==> config.mk <==
export PLATFORM = sky130hd
export DESIGN_NAME = phy_basic_mode_control
export DESIGN_NICKNAME = d
export VERILOG_FILES = /design/src/shared/phy_bmc_pkg.sv /design/src/core/phy_basic_mode_control.sv
export VERILOG_INCLUDE_DIRS = /design/src /design/src/shared
export SDC_FILE = /design/constraint.sdc
export NUM_CORES = 1
export LEC_CHECK = 0
export ABC_AREA = 1
export BUFFER_PORTS_ARGS = -buffer_cell sky130_fd_sc_hd__buf_2
export CAP_MARGIN = 20
export CELL_PAD_IN_SITES_DETAIL_PLACEMENT = 2
export CELL_PAD_IN_SITES_GLOBAL_PLACEMENT = 2
export CORE_ASPECT_RATIO = 1.5
export CORE_MARGIN = 1.5
export CORE_UTILIZATION = 33
export DETAILED_ROUTE_END_ITERATION = 16
export PLACE_DENSITY = 0.82
export SYNTH_ARGS = -nofsm -noshare
export SYNTH_HDL_FRONTEND = slang
export SYNTH_SLANG_ARGS = --single-unit
export TNS_END_PERCENT = 5
==> constraint.sdc <==
create_clock -name clock_i -period 4.3 [get_ports clock_i]
set_input_delay 0.215 -clock clock_i [delete_from_list [all_inputs] [get_ports clock_i]]
set_output_delay 0.215 -clock clock_i [all_outputs]
set_load 0.01 [all_outputs]
==> src/shared/phy_bmc_consts.svh <==
// constants for the basic mode control register block
`ifndef PHY_BMC_CONSTS_SVH
`define PHY_BMC_CONSTS_SVH
`define BMC_REG_ADDR 5'h00
`define BMC_RESET_BIT 15
`define BMC_LOOPBACK_BIT 14
`define BMC_SPEED_BIT 13
`define BMC_AUTONEG_BIT 12
`define BMC_POWER_DOWN_BIT 11
`define BMC_ISOLATE_BIT 10
`define BMC_RESTART_BIT 9
`define BMC_DUPLEX_BIT 8
`define BMC_COL_TEST_BIT 7
`define BMC_RSVD_MSB 6
`define BMC_ZERO16 16'h0000
`define BMC_CLOCK_PERIOD_NS 40
`define BMC_DEAD_TIME_NS 500000
`define BMC_SOFT_RESET_CYCLES 16'h0020
`define BMC_STRAP_SETTLE_CYCLES 16'h0003
`define BMC_COUNT_LAST 16'h0001
`endif

==> src/shared/phy_bmc_pkg.sv <==
// types for the basic mode control register block
package phy_bmc_pkg;
  typedef enum logic [2:0] {
    CTL_SETTLE = 3'b001,
    CTL_RUN = 3'b010,
    CTL_SWRESET = 3'b100
  } ctl_state_e;

  typedef struct packed {
    logic wr;
    logic rd;
    logic [4:0] addr;
    logic [15:0] wdata;
  } mgmt_req_s;

  typedef struct packed {
    logic en;
    logic [3:0] data;
  } mii_nibble_s;
endpackage

==> src/core/phy_basic_mode_control.sv <==
// basic mode control register with its control and mii loopback logic
//
// Functional notes
// - bit 15 starts reset, reads one, self-clears
// - software reset reloads strap configuration
// - loopback bit 14 routes transmit to receive
// - loopback may blank receive for 500 us
// - speed bit 13 selects 100 or 10
// - autoneg bit 12 set ignores speed, duplex
// - autoneg off: speed and duplex bits rule
// - autoneg enable initial value from strap
// - power down bit 11 stops transceiver
// - isolate bit 10 cuts port from mii
// - restart bit 9 re-initiates autonegotiation
// - restart write ignored while autoneg off
// - restart reads one until negotiation starts
// - clearing restart leaves negotiation undisturbed
// - duplex bit 8 selects full or half
// - collision test asserts col after tx_en
// - collision test drops col after tx_en
// - reserved bits 6:0 ignore writes, read zero
// - self-clearing bits clear when action completes
`include "phy_bmc_consts.svh"
module phy_basic_mode_control #(
  parameter int DEAD_CYCLES = `BMC_DEAD_TIME_NS / `BMC_CLOCK_PERIOD_NS
) (
  input wire logic clock_i,
  input wire logic reset_i,
  input wire phy_bmc_pkg::mgmt_req_s mgmt_i,
  output logic [15:0] read_data_o,
  output logic read_valid_o,
  input wire logic strap_autoneg_i,
  input wire logic strap_speed_i,
  input wire logic strap_duplex_i,
  input wire logic an_started_i,
  input wire logic an_speed_100_i,
  input wire logic an_full_duplex_i,
  input wire phy_bmc_pkg::mii_nibble_s mii_tx_i,
  input wire phy_bmc_pkg::mii_nibble_s line_rx_i,
  input wire logic line_col_i,
  output phy_bmc_pkg::mii_nibble_s mii_rx_o,
  output logic mii_rx_oe_o,
  output logic mii_col_o,
  output logic speed_100_o,
  output logic full_duplex_o,
  output logic autoneg_en_o,
  output logic an_restart_o,
  output logic power_down_o,
  output logic isolate_o,
  output logic loopback_o,
  output logic phy_reset_o
);
  localparam int DEAD_W = $clog2(DEAD_CYCLES + 1);

  phy_bmc_pkg::ctl_state_e state;
  logic [15:0] count;
  logic [DEAD_W-1:0] dead_count;
  logic loopback, speed, autoneg, power_down, isolate, restart, duplex, col_test;
  logic [2:0] strap_meta, strap_sync;
  phy_bmc_pkg::mii_nibble_s tx_meta, tx_sync;
  logic wr_hit;
  logic sw_start;
  logic strap_load;
  logic [15:0] reg_value;

  function automatic logic addr_hit(input phy_bmc_pkg::mgmt_req_s req);
    addr_hit = (req.addr == `BMC_REG_ADDR);
  endfunction

  // register image; reserved bits stay zero
  function automatic logic [15:0] pack_value(input logic busy, input logic [7:0] b);
    logic [15:0] v;
    v = `BMC_ZERO16;
    v[`BMC_RESET_BIT] = busy;
    v[`BMC_LOOPBACK_BIT:`BMC_COL_TEST_BIT] = b;
    pack_value = v;
  endfunction

  assign wr_hit = mgmt_i.wr && addr_hit(mgmt_i) && (state == phy_bmc_pkg::CTL_RUN);
  assign sw_start = wr_hit && mgmt_i.wdata[`BMC_RESET_BIT];
  assign strap_load = (state != phy_bmc_pkg::CTL_RUN) && (count == `BMC_COUNT_LAST);
  assign reg_value = pack_value(state == phy_bmc_pkg::CTL_SWRESET,
                                {loopback, speed, autoneg, power_down, isolate, restart, duplex, col_test});

  // strap pins pass two flops
  always_ff @(posedge clock_i)
  begin
    if (reset_i)
    begin
      strap_meta <= 3'h0;
      strap_sync <= 3'h0;
    end
    else
    begin
      strap_meta <= {strap_autoneg_i, strap_speed_i, strap_duplex_i};
      strap_sync <= strap_meta;
    end
  end

  // transmit pins pass two flops
  always_ff @(posedge clock_i)
  begin
    if (reset_i)
    begin
      tx_meta <= '0;
      tx_sync <= '0;
    end
    else
    begin
      tx_meta <= mii_tx_i;
      tx_sync <= tx_meta;
    end
  end

  // settle after hardware reset, software reset sequence
  always_ff @(posedge clock_i)
  begin
    if (reset_i)
    begin
      state <= phy_bmc_pkg::CTL_SETTLE;
      count <= `BMC_STRAP_SETTLE_CYCLES;
    end
    else
    begin
      case (state)
        phy_bmc_pkg::CTL_SETTLE, phy_bmc_pkg::CTL_SWRESET:
        begin
          if (count == `BMC_COUNT_LAST)
            state <= phy_bmc_pkg::CTL_RUN;
          count <= count - `BMC_COUNT_LAST;
        end
        phy_bmc_pkg::CTL_RUN:
        begin
          if (sw_start)
          begin
            state <= phy_bmc_pkg::CTL_SWRESET;
            count <= `BMC_SOFT_RESET_CYCLES;
          end
        end
        default:
        begin
          state <= phy_bmc_pkg::CTL_SETTLE;
          count <= `BMC_STRAP_SETTLE_CYCLES;
        end
      endcase
    end
  end

  // plain read-write fields
  always_ff @(posedge clock_i)
  begin
    if (reset_i)
    begin
      loopback <= 1'b0;
      power_down <= 1'b0;
      isolate <= 1'b0;
      col_test <= 1'b0;
      autoneg <= 1'b0;
      speed <= 1'b0;
      duplex <= 1'b0;
    end
    else if (strap_load)
    begin
      autoneg <= strap_sync[2];
      speed <= strap_sync[1];
      duplex <= strap_sync[0];
    end
    else if (sw_start)
    begin
      loopback <= 1'b0;
      power_down <= 1'b0;
      isolate <= 1'b0;
      col_test <= 1'b0;
    end
    else if (wr_hit)
    begin
      loopback <= mgmt_i.wdata[`BMC_LOOPBACK_BIT];
      speed <= mgmt_i.wdata[`BMC_SPEED_BIT];
      autoneg <= mgmt_i.wdata[`BMC_AUTONEG_BIT];
      power_down <= mgmt_i.wdata[`BMC_POWER_DOWN_BIT];
      isolate <= mgmt_i.wdata[`BMC_ISOLATE_BIT];
      duplex <= mgmt_i.wdata[`BMC_DUPLEX_BIT];
      col_test <= mgmt_i.wdata[`BMC_COL_TEST_BIT];
    end
  end

  // restart bit: pending until the negotiation engine starts
  always_ff @(posedge clock_i)
  begin
    if (reset_i)
    begin
      restart <= 1'b0;
      an_restart_o <= 1'b0;
    end
    else
    begin
      an_restart_o <= wr_hit && !sw_start && mgmt_i.wdata[`BMC_RESTART_BIT]
                      && mgmt_i.wdata[`BMC_AUTONEG_BIT];
      if (sw_start || strap_load)
        restart <= 1'b0;
      else if (wr_hit)
        restart <= mgmt_i.wdata[`BMC_RESTART_BIT] && mgmt_i.wdata[`BMC_AUTONEG_BIT];
      else if (an_started_i)
        restart <= 1'b0;
    end
  end

  // operating mode toward the rest of the transceiver
  always_ff @(posedge clock_i)
  begin
    if (reset_i)
    begin
      speed_100_o <= 1'b0;
      full_duplex_o <= 1'b0;
      autoneg_en_o <= 1'b0;
      power_down_o <= 1'b0;
      isolate_o <= 1'b0;
      loopback_o <= 1'b0;
      phy_reset_o <= 1'b1;
    end
    else
    begin
      speed_100_o <= autoneg ? an_speed_100_i : speed;
      full_duplex_o <= autoneg ? an_full_duplex_i : duplex;
      autoneg_en_o <= autoneg;
      power_down_o <= power_down;
      isolate_o <= isolate;
      loopback_o <= loopback;
      phy_reset_o <= (state != phy_bmc_pkg::CTL_RUN);
    end
  end

  // descrambler dead time after loopback is switched on
  always_ff @(posedge clock_i)
  begin
    if (reset_i)
      dead_count <= '0;
    else if (wr_hit && !sw_start && mgmt_i.wdata[`BMC_LOOPBACK_BIT] && !loopback)
      dead_count <= DEAD_W'(DEAD_CYCLES);
    else if (dead_count != '0)
      dead_count <= dead_count - DEAD_W'(1);
  end

  // receive side: loopback, isolate, power down, collision test
  always_ff @(posedge clock_i)
  begin
    if (reset_i)
    begin
      mii_rx_o <= '0;
      mii_rx_oe_o <= 1'b0;
      mii_col_o <= 1'b0;
    end
    else if (isolate || power_down)
    begin
      mii_rx_o <= '0;
      mii_rx_oe_o <= 1'b0;
      mii_col_o <= 1'b0;
    end
    else
    begin
      mii_rx_oe_o <= 1'b1;
      if (loopback)
      begin
        mii_rx_o.data <= tx_sync.data;
        mii_rx_o.en <= tx_sync.en && (dead_count == '0);
      end
      else
        mii_rx_o <= line_rx_i;
      if (col_test)
        mii_col_o <= tx_sync.en;
      else
        mii_col_o <= line_col_i && !loopback;
    end
  end

  // register read port
  always_ff @(posedge clock_i)
  begin
    if (reset_i)
    begin
      read_data_o <= `BMC_ZERO16;
      read_valid_o <= 1'b0;
    end
    else
    begin
      read_valid_o <= mgmt_i.rd;
      read_data_o <= addr_hit(mgmt_i) ? reg_value : `BMC_ZERO16;
    end
  end
endmodule

Word-level counts from Yosys, hierarchy flattened
Cells that the tools add are included.
{ "totals": {"reg_bits": 89, "out_inout_bits": 32, "elab_cells": 107} }
{ "classes": {"n_addsub": 2, "eq_ne": 8, "mux": 31, "n_bitwise": 2, "reduce_logical": 31} }
{ "ops": {"columns": ["cell", "count"], "rows": [
  ["$pmux 16 s2", 1],
  ["$mux 14", 2],
  ["$mux 1", 23],
  ["$eq 16x1->1 const B", 1],
  ["$mux 16", 1],
  ["$sub 16x1->16 const B", 1],
  ["$logic_not 14->1", 1],
  ["$reduce_bool 14->1", 1],
  ["$sub 14x1->14 const B", 1],
  ["$logic_and 1x1->1", 12],
  ["$reduce_or 2->1", 5],
  ["$reduce_bool 2->1", 4],
  ["$mux 3", 2],
  ["$pmux 3 s2", 1],
  ["$reduce_and 2->1", 3],
  ["$logic_not 5->1", 1],
  ["$mux 5", 1],
  ["$ne 2x2->1 const B", 2],
  ["$eq 3x1->1 const B", 1],
  ["$eq 3x2->1 const B", 1],
  ["$eq 3x3->1 const B", 1],
  ["$ne 3x2->1 const B", 1],
  ["$logic_not 1->1", 2],
  ["$logic_or 1x1->1", 2],
  ["2 further kinds", 3]
]} }

Depth between registers and ports, before layout
Gate-level depths: netlist of the first run.
{ "depth": {"ltp_word": 9, "ltp_mapped": 11, "mapped_depth_nobuf": 11} }

Least setup slack after synthesis of the first run
Ideal clock, no wire load.
{ "synth_timing": {"path_kind": "register -> register", "start": "register dead_count[0]", "end": "register dead_count[7]", "t_arrival_ns": 1.266, "path_slack_ns": 2.901, "path_stages_with_launch": 9, "n_path_buf": 1, "path_cell_list": "dfxtp_1 > inv_1 > ha_1 > nand2_2 > nor2_4 > nand2_4 > buf_6 > nand3_1 > a21oi_1"} }
{ "synth_between": {"elab_chain_cells": 3} }
{ "synth_rtl": {"columns": ["item", "line", "source"], "rows": [
  ["from (decl)", "phy_basic_mode_control.sv:57", "logic [DEAD_W-1:0] dead_count;"],
  ["from (signal assigned)", "phy_basic_mode_control.sv:239", "dead_count <= DEAD_W'(DEAD_CYCLES);"],
  ["from (signal assigned)", "phy_basic_mode_control.sv:241", "dead_count <= dead_count - DEAD_W'(1);"],
  ["$sub 14x1->14", "phy_basic_mode_control.sv:241", null],
  ["$mux 14", "phy_basic_mode_control.sv:240", "else if (dead_count != '0)"],
  ["$mux 14", "phy_basic_mode_control.sv:238", "else if (wr_hit && !sw_start && mgmt_i.wdata[`BMC_LOOPBACK_BIT] && !loopback)"]
]} }
Several ways; a longest one is shown, not always the timed one. The select of a mux whose other input is x is not followed.
A chain may end at the register's enable or synchronous reset.

Worst setup path after layout of the first run
{ "layout_timing": {"start": "register state[0]", "end": "register count[0]"} }
{ "layout_between": {"elab_chain_cells": 4} }
{ "layout_rtl": {"columns": ["item", "line", "source"], "rows": [
  ["from (decl)", "phy_basic_mode_control.sv:55", "phy_bmc_pkg::ctl_state_e state;"],
  ["from (signal assigned)", "phy_basic_mode_control.sv:120", "state <= phy_bmc_pkg::CTL_SETTLE;"],
  ["from (signal assigned)", "phy_basic_mode_control.sv:129", "state <= phy_bmc_pkg::CTL_RUN;"],
  ["from (signal assigned)", "phy_basic_mode_control.sv:136", "state <= phy_bmc_pkg::CTL_SWRESET;"],
  ["$eq 3x2->1", "phy_basic_mode_control.sv:79, phy_basic_mode_control.sv:125", null],
  ["$logic_and 1x1->1", "phy_basic_mode_control.sv:79", "assign wr_hit = mgmt_i.wr && addr_hit(mgmt_i) && (state == phy_bmc_pkg::CTL_RUN);"],
  ["$logic_and 1x1->1", "phy_basic_mode_control.sv:80", "assign sw_start = wr_hit && mgmt_i.wdata[`BMC_RESET_BIT];"],
  ["$ne 2x2->1 (no source line)", null, null],
  ["to (signal assigned)", "phy_basic_mode_control.sv:121", "count <= `BMC_STRAP_SETTLE_CYCLES;"],
  ["to (signal assigned)", "phy_basic_mode_control.sv:130", "count <= count - `BMC_COUNT_LAST;"],
  ["to (signal assigned)", "phy_basic_mode_control.sv:137", "count <= `BMC_SOFT_RESET_CYCLES;"],
  ["to (decl)", "phy_basic_mode_control.sv:56", "logic [15:0] count;"]
]} }
Several ways; a longest one is shown, not always the timed one.

==> results of run 1 <==
==> cell type report <==
cell class	instances	area share (%)
clock inverters	6	1.70
repair buffers	60	6.96
multi-input cells	345	38.3
well taps	144	4.14
clock buffers	10	5.50
flip-flops and latches	82	37.8
inverters	65	5.64
==> kinds of logic (layout without fill, tap and decap cells) <==
logic type / after synthesis / count (layout)
other cells: 1 / 7
simple gates: 280 / 280
fa+ha+maj: 3 / 3
compound gates: 48 / 48
xor+xnor: 7 / 7
buf+inv: 82 / 141
flops: 82 / 82
==> path summary, 6_finish.rpt <==
kind / startpoint / endpoint / slack [ps] / depth (start not counted)
max: state[0] / count[0] / 2500 / 6
min reg2reg: strap_meta[1] / strap_sync[1] / 410 / 2
max reg2reg: state[0] / count[0] / 2500 / 6
min: strap_duplex_i / strap_meta[0] / 70 / 3
==> stage by stage <==
step | hold slack (ps) | setup WS, ps
finish | 70.9 | 2500
global route | 70.8 | 2340
CTS | 67.2 | 2500
detailed placement | 400 | 2410
global placement | 392 | 2490
floorplan | 294 | 2900
==> sequential cells by signal (all words and copies together), names as in the netlist, 3 cells and up <==
signal       count
count           16
dead_count      14
mii_rx_o         5
read_data_o      9
state            3
strap_meta       3
strap_sync       3
tx_meta          5
tx_sync          5
==> layout by cell type, fill, tap and decap left out, types with 5 or more instances in the layout <==
cell type / netlist / routed
nand3_1: 55 / 55
dfxtp_1: 82 / 82
nand4_1: 11 / 11
clkbuf_16: 0 / 9
inv_1: 61 / 61
xor2_1: 5 / 5
buf_2: 2 / 59
nor2_2: 10 / 10
a21oi_1: 33 / 33
conb_1: 1 / 7
o21ai_0: 6 / 6
nor2_1: 79 / 79
nand2_1: 103 / 103
nand3_2: 5 / 5
==> per-layer routing <==
metal	share of wire (%)	vias up	global-route usage [%]
met3	2.6	25	3.71
met5	0	-	0
met2	59	55	42.6
met1	36	1705	21.1
li1	-	1685	-
met4	2.6	0	7.81
==> tightest hold or removal path, stage by stage <==
cell	delay, ps
buf_2	70
inv_1	30
nor2_1	60
==> power by group through the flow <==
stage               logic (uW)  clock network [uW]  registers [uW]
detailed placement         950                   0             970
global placement           889                   0             960
CTS                        975                 826             956
floorplan                  714                   0             951
finish                     959                 813             955
global route              1100                 866             968
==> run metrics, run 1 <==
CP max stage cell nand2_1; Post-Route WL 11.9 mm; Achievable Freq 557 MHz; Core Rows 46; Pre-Repair DR Iteration Count 4; worst-margin pin slew 638 ps; unrepaired setup endpoints after global routing false; YS warnings 0; Post-Place Cells 696; GPL Wtd Cong 0.785; final std cells w/o fill 712; area of the core 10600 um2; type of the worst setup path flip-flop to flip-flop; # fillers 1304; Mapped Area 3640 um2; fin crit period 1800 ps; Critical Path Sink Type flip-flop; clock latency on the worst-skew pair 340 ps; layout cell share with drive strength beyond 1 19.2%; Seq. cell area 1640 um2; syn avg cell area 7.25 um2; CP Launch Type flip-flop; EDFF count, synth 0; routed vias/inst 4.87; height of the die 132 um; Iteration-0 DRC Markers 64; Pleak 0.00208 uW; Initial Utilization 34.2%; most common cell in the netlist nand2_1; combinational family with the most area after synthesis simple AND/OR/NAND/NOR gates; Final Util 40.8%; sequential cell area fraction in the yosys report 45.0%; CP Data Required Time 4520 ps; first-pass GRT wire length 19.0 mm; CTS clk-pin slew, worst paths 70 ps; Net Switching 1080 uW; final net count 608; Top Ports 74; combinational share of power 35.2%; Slew Limit Fails 0; Sequential Power Share 35.0%; largest net degree at the start of global routing 48; switching part of the total 39.5%; HP Class input port to flip-flop; post-route setup TNS 0 ps; CP Max Fanout 15; Root Driver clkbuf_16; CTS tree built; post-synthesis compound-gate area fraction 7.17%; post-DR wirelength/cell 16.7 um; H-tree Lvls 3; Multi-input gate area 1670 um2; Die Width 88.8 um; Setup-failing EPs final 0; cts hold-fix bufs 0; synth cell count leaders nand2_1, dfxtp_1, nor2_1, inv_1, nand3_1; Cell Chain, Critical Path inv_1, nand3_1, nand2_1, inv_1, o21ai_1, o211ai_1; Final Hold Viols 0; post-route ant nets 0; Synth area leader dfxtp_1; Area contributors post-synth dfxtp_1, nand2_1, nor2_1, nand3_1, inv_1; vias in the first global route 3839; Worst IR Drop VDD 216 uV; Diodes inserted 0; PD cells 627 nW/um2; Worst Clk Skew 6.07 ps; max cap viols 0; CTS Buffer Depth 2; initial antenna violation count 0; Critical path buffers and inverters 2; Post-synth ARST share 0%; Yosys cell types 32; mux contribution to synthesized area 0%; top cell type's share of synthesized area 45.0%; Clock power frac 29.8%; Final Power 2730 uW; gr ovfl total 0; XOR/XNOR share of the synthesized area 1.68%; PortBufs 59; CP delay by family, top simple AND/OR/NAND/NOR gates; adder-cell share of the synthesized area 1.03%; All-Layer GR Usage 21.6%; # Post-CTS Setup Buffers 0; clock sinks 82; synthesized flop and latch total 82; most used cell, CP inv_1; DP HPWL 8.64 mm; Internal Pwr Total 1650 uW; routed vias 3470; WP data arrival 2010 ps; period utilization 41.8%; cts bufs inserted 9; post-CTS resize count 0; Post-route DRC 0; simple-gate share of the synthesized area 35.1%; Synth Flop Type dfxtp_1; Post-DP Area 4040 um2; Die Area 11700 um2; status complete, no violations; Area Overhead vs Synth 19.3%; synthesized instance count 503; fin area 4350 um2; max incr delay on CP 500 ps; Rel. slew slack 57.4%
Note: power is estimated with default switching activity, not from simulation.
==> run 2: changes to the inputs <==
Settings changed: CORE_UTILIZATION 33 to 30, PLACE_DENSITY 0.82 to 0.75.
Clock period 4.3 ns to 1.67 ns, I/O delays scaled along.
==> run 2 against run 1 <==
Flip-flop and latch count is the same. Clock skew increased by 2.3 ps. Sequential share of layout area decreased by 2.4 points. Maximum frequency up 16%. Largest power group unchanged. First-iteration DRC count rose by 25%.
==> run metrics, run 2 (same netlist as run 1, synthesis figures left out) <==
vias in the first global route 3895 (was 3839); clock sinks 82 (unchanged); Initial Utilization 30.6% (was 34.2%); routed vias 3562 (was 3470); first-pass GRT wire length 19.7 mm (was 19.0 mm); post-route ant nets 0 (unchanged); Die Width 93.0 um (was 88.8 um); RR Startpoint dead_count[0] (was state[0]); WP data arrival 1770 ps (was 2010 ps); Post-Route WL 12.2 mm (was 11.9 mm); Top reg by flops count (unchanged); Critical Path Sink Type flip-flop (unchanged); Final Util 39.0% (was 40.8%); Top Ports 74 (unchanged); most common cell after layout, fill and taps aside nand2_1 (unchanged); Final Hold Viols 0 (unchanged); hold_sp line_rx_i[3] (was strap_duplex_i); Pre-Repair DR Iteration Count 4 (unchanged); HP Class input port to flip-flop (unchanged); H-tree Lvls 3 (unchanged); CP Launch Type flip-flop (unchanged); Worst Hold Slack 17.9 ps (was 70.9 ps); routed vias/inst 4.77 (was 4.87); Diodes inserted 0 (unchanged); Root Driver clkbuf_16 (unchanged); Largest register FFs 16 (unchanged); cts bufs inserted 9 (unchanged); worst-margin pin slew 509 ps (was 638 ps); final net count 634 (was 608); setup slack, reg-to-reg 130 ps (was 2500 ps); Setup-failing EPs final 0 (unchanged); worst r2r dst dead_count[0] (was count[0]); most frequent cells in the layout nand2_1, dfxtp_1, nor2_1 (unchanged); Rel. slew slack 66.0% (was 57.4%); CP max stage cell dfxtp_1 (was nand2_1); Worst IR Drop VDD 538 uV (was 216 uV); Area Overhead vs Synth 27.4% (was 19.3%); gr ovfl total 0 (unchanged); Iteration-0 DRC Markers 80 (was 64); type of the worst setup path flip-flop to flip-flop (unchanged); Die Area 12800 um2 (was 11700 um2); GPL Wtd Cong 0.837 (was 0.785); status complete, no violations (unchanged); unrepaired setup endpoints after global routing true (was false); CTS Buffer Depth 2 (unchanged); DP HPWL 8.70 mm (was 8.64 mm); CTS clk-pin slew, worst paths 70 ps (about the same); largest net degree at the start of global routing 24 (was 48); PD cells 1580 nW/um2 (was 627 nW/um2); R2R cell count 7 (was 6); hold depth 3 (unchanged); post-DR wirelength/cell 16.3 um (was 16.7 um); All-Layer GR Usage 20.2% (was 21.6%); Pleak 0.00221 uW (was 0.00208 uW); Cell Chain, Critical Path inv_1, ha_1, nand2_2, nor2_4, nand2_4, xor2_1, nor2_1 (was inv_1, nand3_1, nand2_1, inv_1, o21ai_1, o211ai_1); CP Max Fanout 12 (was 15); initial antenna violation count 0 (unchanged); Slew Limit Fails 0 (unchanged); clock latency on the worst-skew pair 340 ps (about the same); # Post-CTS Setup Buffers 0 (unchanged); height of the die 138 um (was 132 um); layout cell share with drive strength beyond 1 21.5% (was 19.2%); biggest regs count x16, dead_count x14, read_data_o x9 (unchanged); CP Data Required Time 1900 ps (was 4520 ps); post-route setup TNS 0 ps (unchanged); Core Rows 49 (was 46); area of the core 11900 um2 (was 10600 um2); Achievable Freq 648 MHz (was 557 MHz); max cap viols 0 (unchanged); max incr delay on CP 320 ps (was 500 ps); fin crit period 1540 ps (was 1800 ps); Post-route DRC 0 (unchanged); CTS tree built (unchanged); Worst Clk Skew 8.41 ps (was 6.07 ps); period utilization 92.3% (was 41.8%); Hold Crit Endpoint mii_rx_o[3] (was strap_meta[0]); PortBufs 59 (unchanged)
[run 2: where the power goes]
part           internal, uW  leakage, uW  switching [uW]
Clock                  1340     0.000163             906
Sequential             2230     0.000671             216
Combinational           914      0.00138            1730
Total                  4490      0.00221            2850
[run 2: timing repair]
item                                    in CTS  in global routing
hold endpoints to repair                    13                  0
endpoints found under the setup margin       0                  4
gates resized for setup                      0                  9
hold buffers                                13                  0
[run 2: area by class of cell]
cell class / instances / area (um2)
inverters: 65 / 245
flip-flops and latches: 82 / 1640
well taps: 153 / 191
repair buffers: 86 / 531
clock buffers: 9 / 225
fillers: 1433 / 7250
clock inverters: 7 / 106
multi-input cells: 345 / 1700
[run 2: worst max path at each step]
| stage | slack, ps | end | cells after the start | startpoint |
|---|---|---|---|---|
| finish | 130 | dead_count[0] | 7 | dead_count[0] |
| detailed placement | 80 | speed | 10 | count[0] |
| global route | -10 | state[1] | 8 | state[2] |
| global placement | 180 | duplex | 11 | count[1] |
| CTS | 10 | speed | 10 | count[0] |
| floorplan | 270 | dead_count[7] | 8 | dead_count[0] |
[run 2: metrics by stage]
| step | power (uW) | std cells | worst slack [ps] | instance area, um2 |
|---|---|---|---|---|
| after floorplan | 4290 | 509 | 271 | 3670 |
| after global placement | 4880 | 718 | 184 | 4140 |
| after detailed placement | 5040 | 718 | 76.3 | 4140 |
| after CTS | 7350 | 747 | 10.9 | 4610 |
| after global routing | 7900 | 747 | -11.4 | 4640 |
| final | 7340 | 747 | 128 | 4640 |
[run 2: critical path, delay by kind of cell (launching register included)]
| kind | cells | cell delay [ps] |
|---|---|---|
| AND/OR/NAND/NOR | 4 | 540 |
| flip-flops | 1 | 320 |
| XOR/XNOR | 1 | 220 |
| adder cells (fa/ha/maj) | 1 | 210 |
| buffers and inverters | 1 | 140 |
[run 2: metal layers]
layer  vias to the layer above  routed length [um]  part of all wire (%)  global-route usage (%)
li1                       1749                   -                     -                       -
met1                      1750                4620                    38                    20.7
met2                        47                7040                    58                    40.3
met3                        16                 222                   1.8                    3.51
met4                         0                 272                   2.2                    6.90
met5                         -                   0                     0                       0
==> run 3: changes to the inputs <==
Settings changed: CELL_PAD_IN_SITES_DETAIL_PLACEMENT 2 to default, CELL_PAD_IN_SITES_GLOBAL_PLACEMENT 2 to default, CORE_UTILIZATION 30 to 54, PLACE_DENSITY 0.75 to 0.76.
==> run 3 against run 2 <==
Setup slack better by 27 ps. Non-clock buffer count up 3. Via count down 5.1%. Die area down 43%. Flip-flop and latch count unchanged. Global-route usage up 3.0 points. Highest routed layer unchanged. Core utilization up 29 points. Cell count down 9.9%. Power down 17%. Critical path depth up 4. First-iteration DRC count up 63%.
==> run metrics, run 3 (same netlist as run 1, synthesis figures left out) <==
Worst Clk Skew 9.86 ps (was 8.41 ps); WP data arrival 1780 ps (was 1770 ps); post-route setup TNS 0 ps (unchanged); post-DR wirelength/cell 12.0 um (was 16.3 um); CTS clk-pin slew, worst paths 80 ps (was 70 ps); Slew Limit Fails 0 (unchanged); first-pass GRT wire length 13.5 mm (was 19.7 mm); Die Width 70.1 um (was 93.0 um); clock latency on the worst-skew pair 360 ps (was 340 ps); Seq. cell area 1640 um2 (about the same); CP Launch Type flip-flop (unchanged); biggest regs count x16, dead_count x14, read_data_o x9 (unchanged); fin area 4410 um2 (was 4640 um2); clock sinks 82 (unchanged); Post-Place Cells 635 (was 718); Critical Path Sink Type flip-flop (unchanged); Achievable Freq 660 MHz (was 648 MHz); Root Driver clkbuf_8 (was clkbuf_16); Iteration-0 DRC Markers 130 (was 80); routed vias 3381 (was 3562); CP Max Fanout 7 (was 12); initial antenna violation count 0 (unchanged); met2 Usage GRT 42.9% (was 40.3%); Clock power frac 21.4% (was 30.6%); final std cells w/o fill 673 (was 747); global routing's busiest layer met2 (unchanged); met3 GRT Util 5.25% (was 3.51%); most common cell after layout, fill and taps aside nand2_1 (unchanged); setup slack, reg-to-reg 150 ps (was 130 ps); CP Data Required Time 1930 ps (was 1900 ps); switching part of the total 40.2% (was 38.8%); max cap viols 0 (unchanged); combinational share of power 38.7% (was 36.0%); H-tree Lvls 3 (unchanged); final net count 637 (was 634); Die Area 7260 um2 (was 12800 um2); RR Startpoint count[1] (was dead_count[0]); Top Ports 74 (unchanged); PD cells 1390 nW/um2 (was 1580 nW/um2); grt met1 use 24.2% (was 20.7%); Worst IR Drop VDD 809 uV (was 538 uV); height of the die 104 um (was 138 um); DP HPWL 5.80 mm (was 8.70 mm); Multi-input gate area 1680 um2 (was 1700 um2); Core Rows 36 (was 49); Area Overhead vs Synth 21.1% (was 27.4%); All-Layer GR Usage 23.2% (was 20.2%); routed vias/inst 5.02 (was 4.77); HP Class input port to flip-flop (unchanged); Post-Route WL 8.11 mm (was 12.2 mm); Internal Pwr Total 3660 uW (was 4490 uW); crit path to speed (was dead_count[0]); PortBufs 59 (unchanged); cts bufs inserted 9 (unchanged); # fillers 536 (was 1433); Sequential Power Share 39.8% (was 33.4%); unrepaired setup endpoints after global routing false (was true); worst r2r dst speed (was dead_count[0]); period utilization 90.8% (was 92.3%); Diodes inserted 0 (unchanged); fin crit period 1520 ps (was 1540 ps); Final WS setup 154 ps (was 128 ps); most frequent cells in the layout nand2_1, dfxtp_1, nor2_1 (unchanged); largest net degree at the start of global routing 22 (was 24); type of the worst setup path flip-flop to flip-flop (unchanged); status complete, no violations (unchanged); Pleak 0.00214 uW (was 0.00221 uW); pre-CTS setup slack 169 ps (was 76.3 ps); gr ovfl total 0 (unchanged); Critical path origin count[1] (was dead_count[0]); CTS tree built (unchanged); Largest register FFs 16 (unchanged); post-route ant nets 0 (unchanged); Post-route DRC 0 (unchanged); vias in the first global route 3181 (was 3895); layout cell share with drive strength beyond 1 19.6% (was 21.5%); Final Hold Viols 0 (unchanged); Top reg by flops count (unchanged); Initial Utilization 55.8% (was 30.6%); CTS Buffer Depth 2 (unchanged); Setup-failing EPs final 0 (unchanged); GPL Wtd Cong 0.919 (was 0.837); Net Switching 2460 uW (was 2850 uW); Post-DP Area 4000 um2 (was 4140 um2); R2R cell count 11 (was 7); Pre-Repair DR Iteration Count 4 (unchanged); # Post-CTS Setup Buffers 0 (unchanged); area of the core 6530 um2 (was 11900 um2); Worst Hold Slack 17.4 ps (was 17.9 ps)
## run 3: power by group through the flow
| stage | logic, uW | clock network, uW | registers (uW) |
|---|---|---|---|
| after detailed placement | 2290 | 0 | 2480 |
| after floorplan | 1840 | 0 | 2450 |
| after global routing | 2710 | 1420 | 2470 |
| after global placement | 2230 | 0 | 2470 |
| after CTS | 2340 | 1330 | 2430 |
| final | 2370 | 1310 | 2440 |
## run 3: layer usage
metal / up-vias / wire length, um
met3: 17 / 325
met5: - / 0
met2: 85 / 4330
li1: 1757 / -
met4: 0 / 209
met1: 1522 / 3250
## run 3: timing repair
item                                    CTS  global route
hold buffers                             22             0
endpoints found under the setup margin    0             3
endpoints found under the hold margin    22             0
gates resized for setup                   0             3
## run 3: layout make-up
class	instances	area share, %
Multi-Input combinational cell	345	38.1
Inverter	65	5.56
Tap cell	76	2.15
Clock buffer	9	2.81
Clock inverter	7	1.19
Sequential cell	82	37.2
Timing Repair Buffer	89	13.0
## run 3: how the worst min path moves through the flow
stage,start,endpoint,slack (ps),depth (start not counted)
finish,an_full_duplex_i,full_duplex_o,20,3
detailed placement,strap_speed_i,strap_meta[1],290,3
global placement,mii_tx_i[1],tx_meta[1],280,3
floorplan,mgmt_i[15],an_restart_o,160,1
global route,mgmt_i[9],an_restart_o,20,3
CTS,mgmt_i[9],an_restart_o,3,3
## run 3: worst max-delay path, cell delays in order, from the launching register on
cell     delay, ps
dfxtp_1        330
inv_1           90
ha_1           200
inv_1           70
nor2_2         120
nand2_1        110
nor2_4         130
nand3_4        110
nand2_1         70
nand2_1         40
nor2_1          80
nor2_1          50
## run 3: through the flow
stage	util, %	total power (uW)
3_5_place_dp	61.3	4770
2_1_floorplan	-	4290
6_report	67.6	6120
3_3_place_gp	61.3	4700
4_1_cts	67.4	6110
5_1_grt	67.6	6600
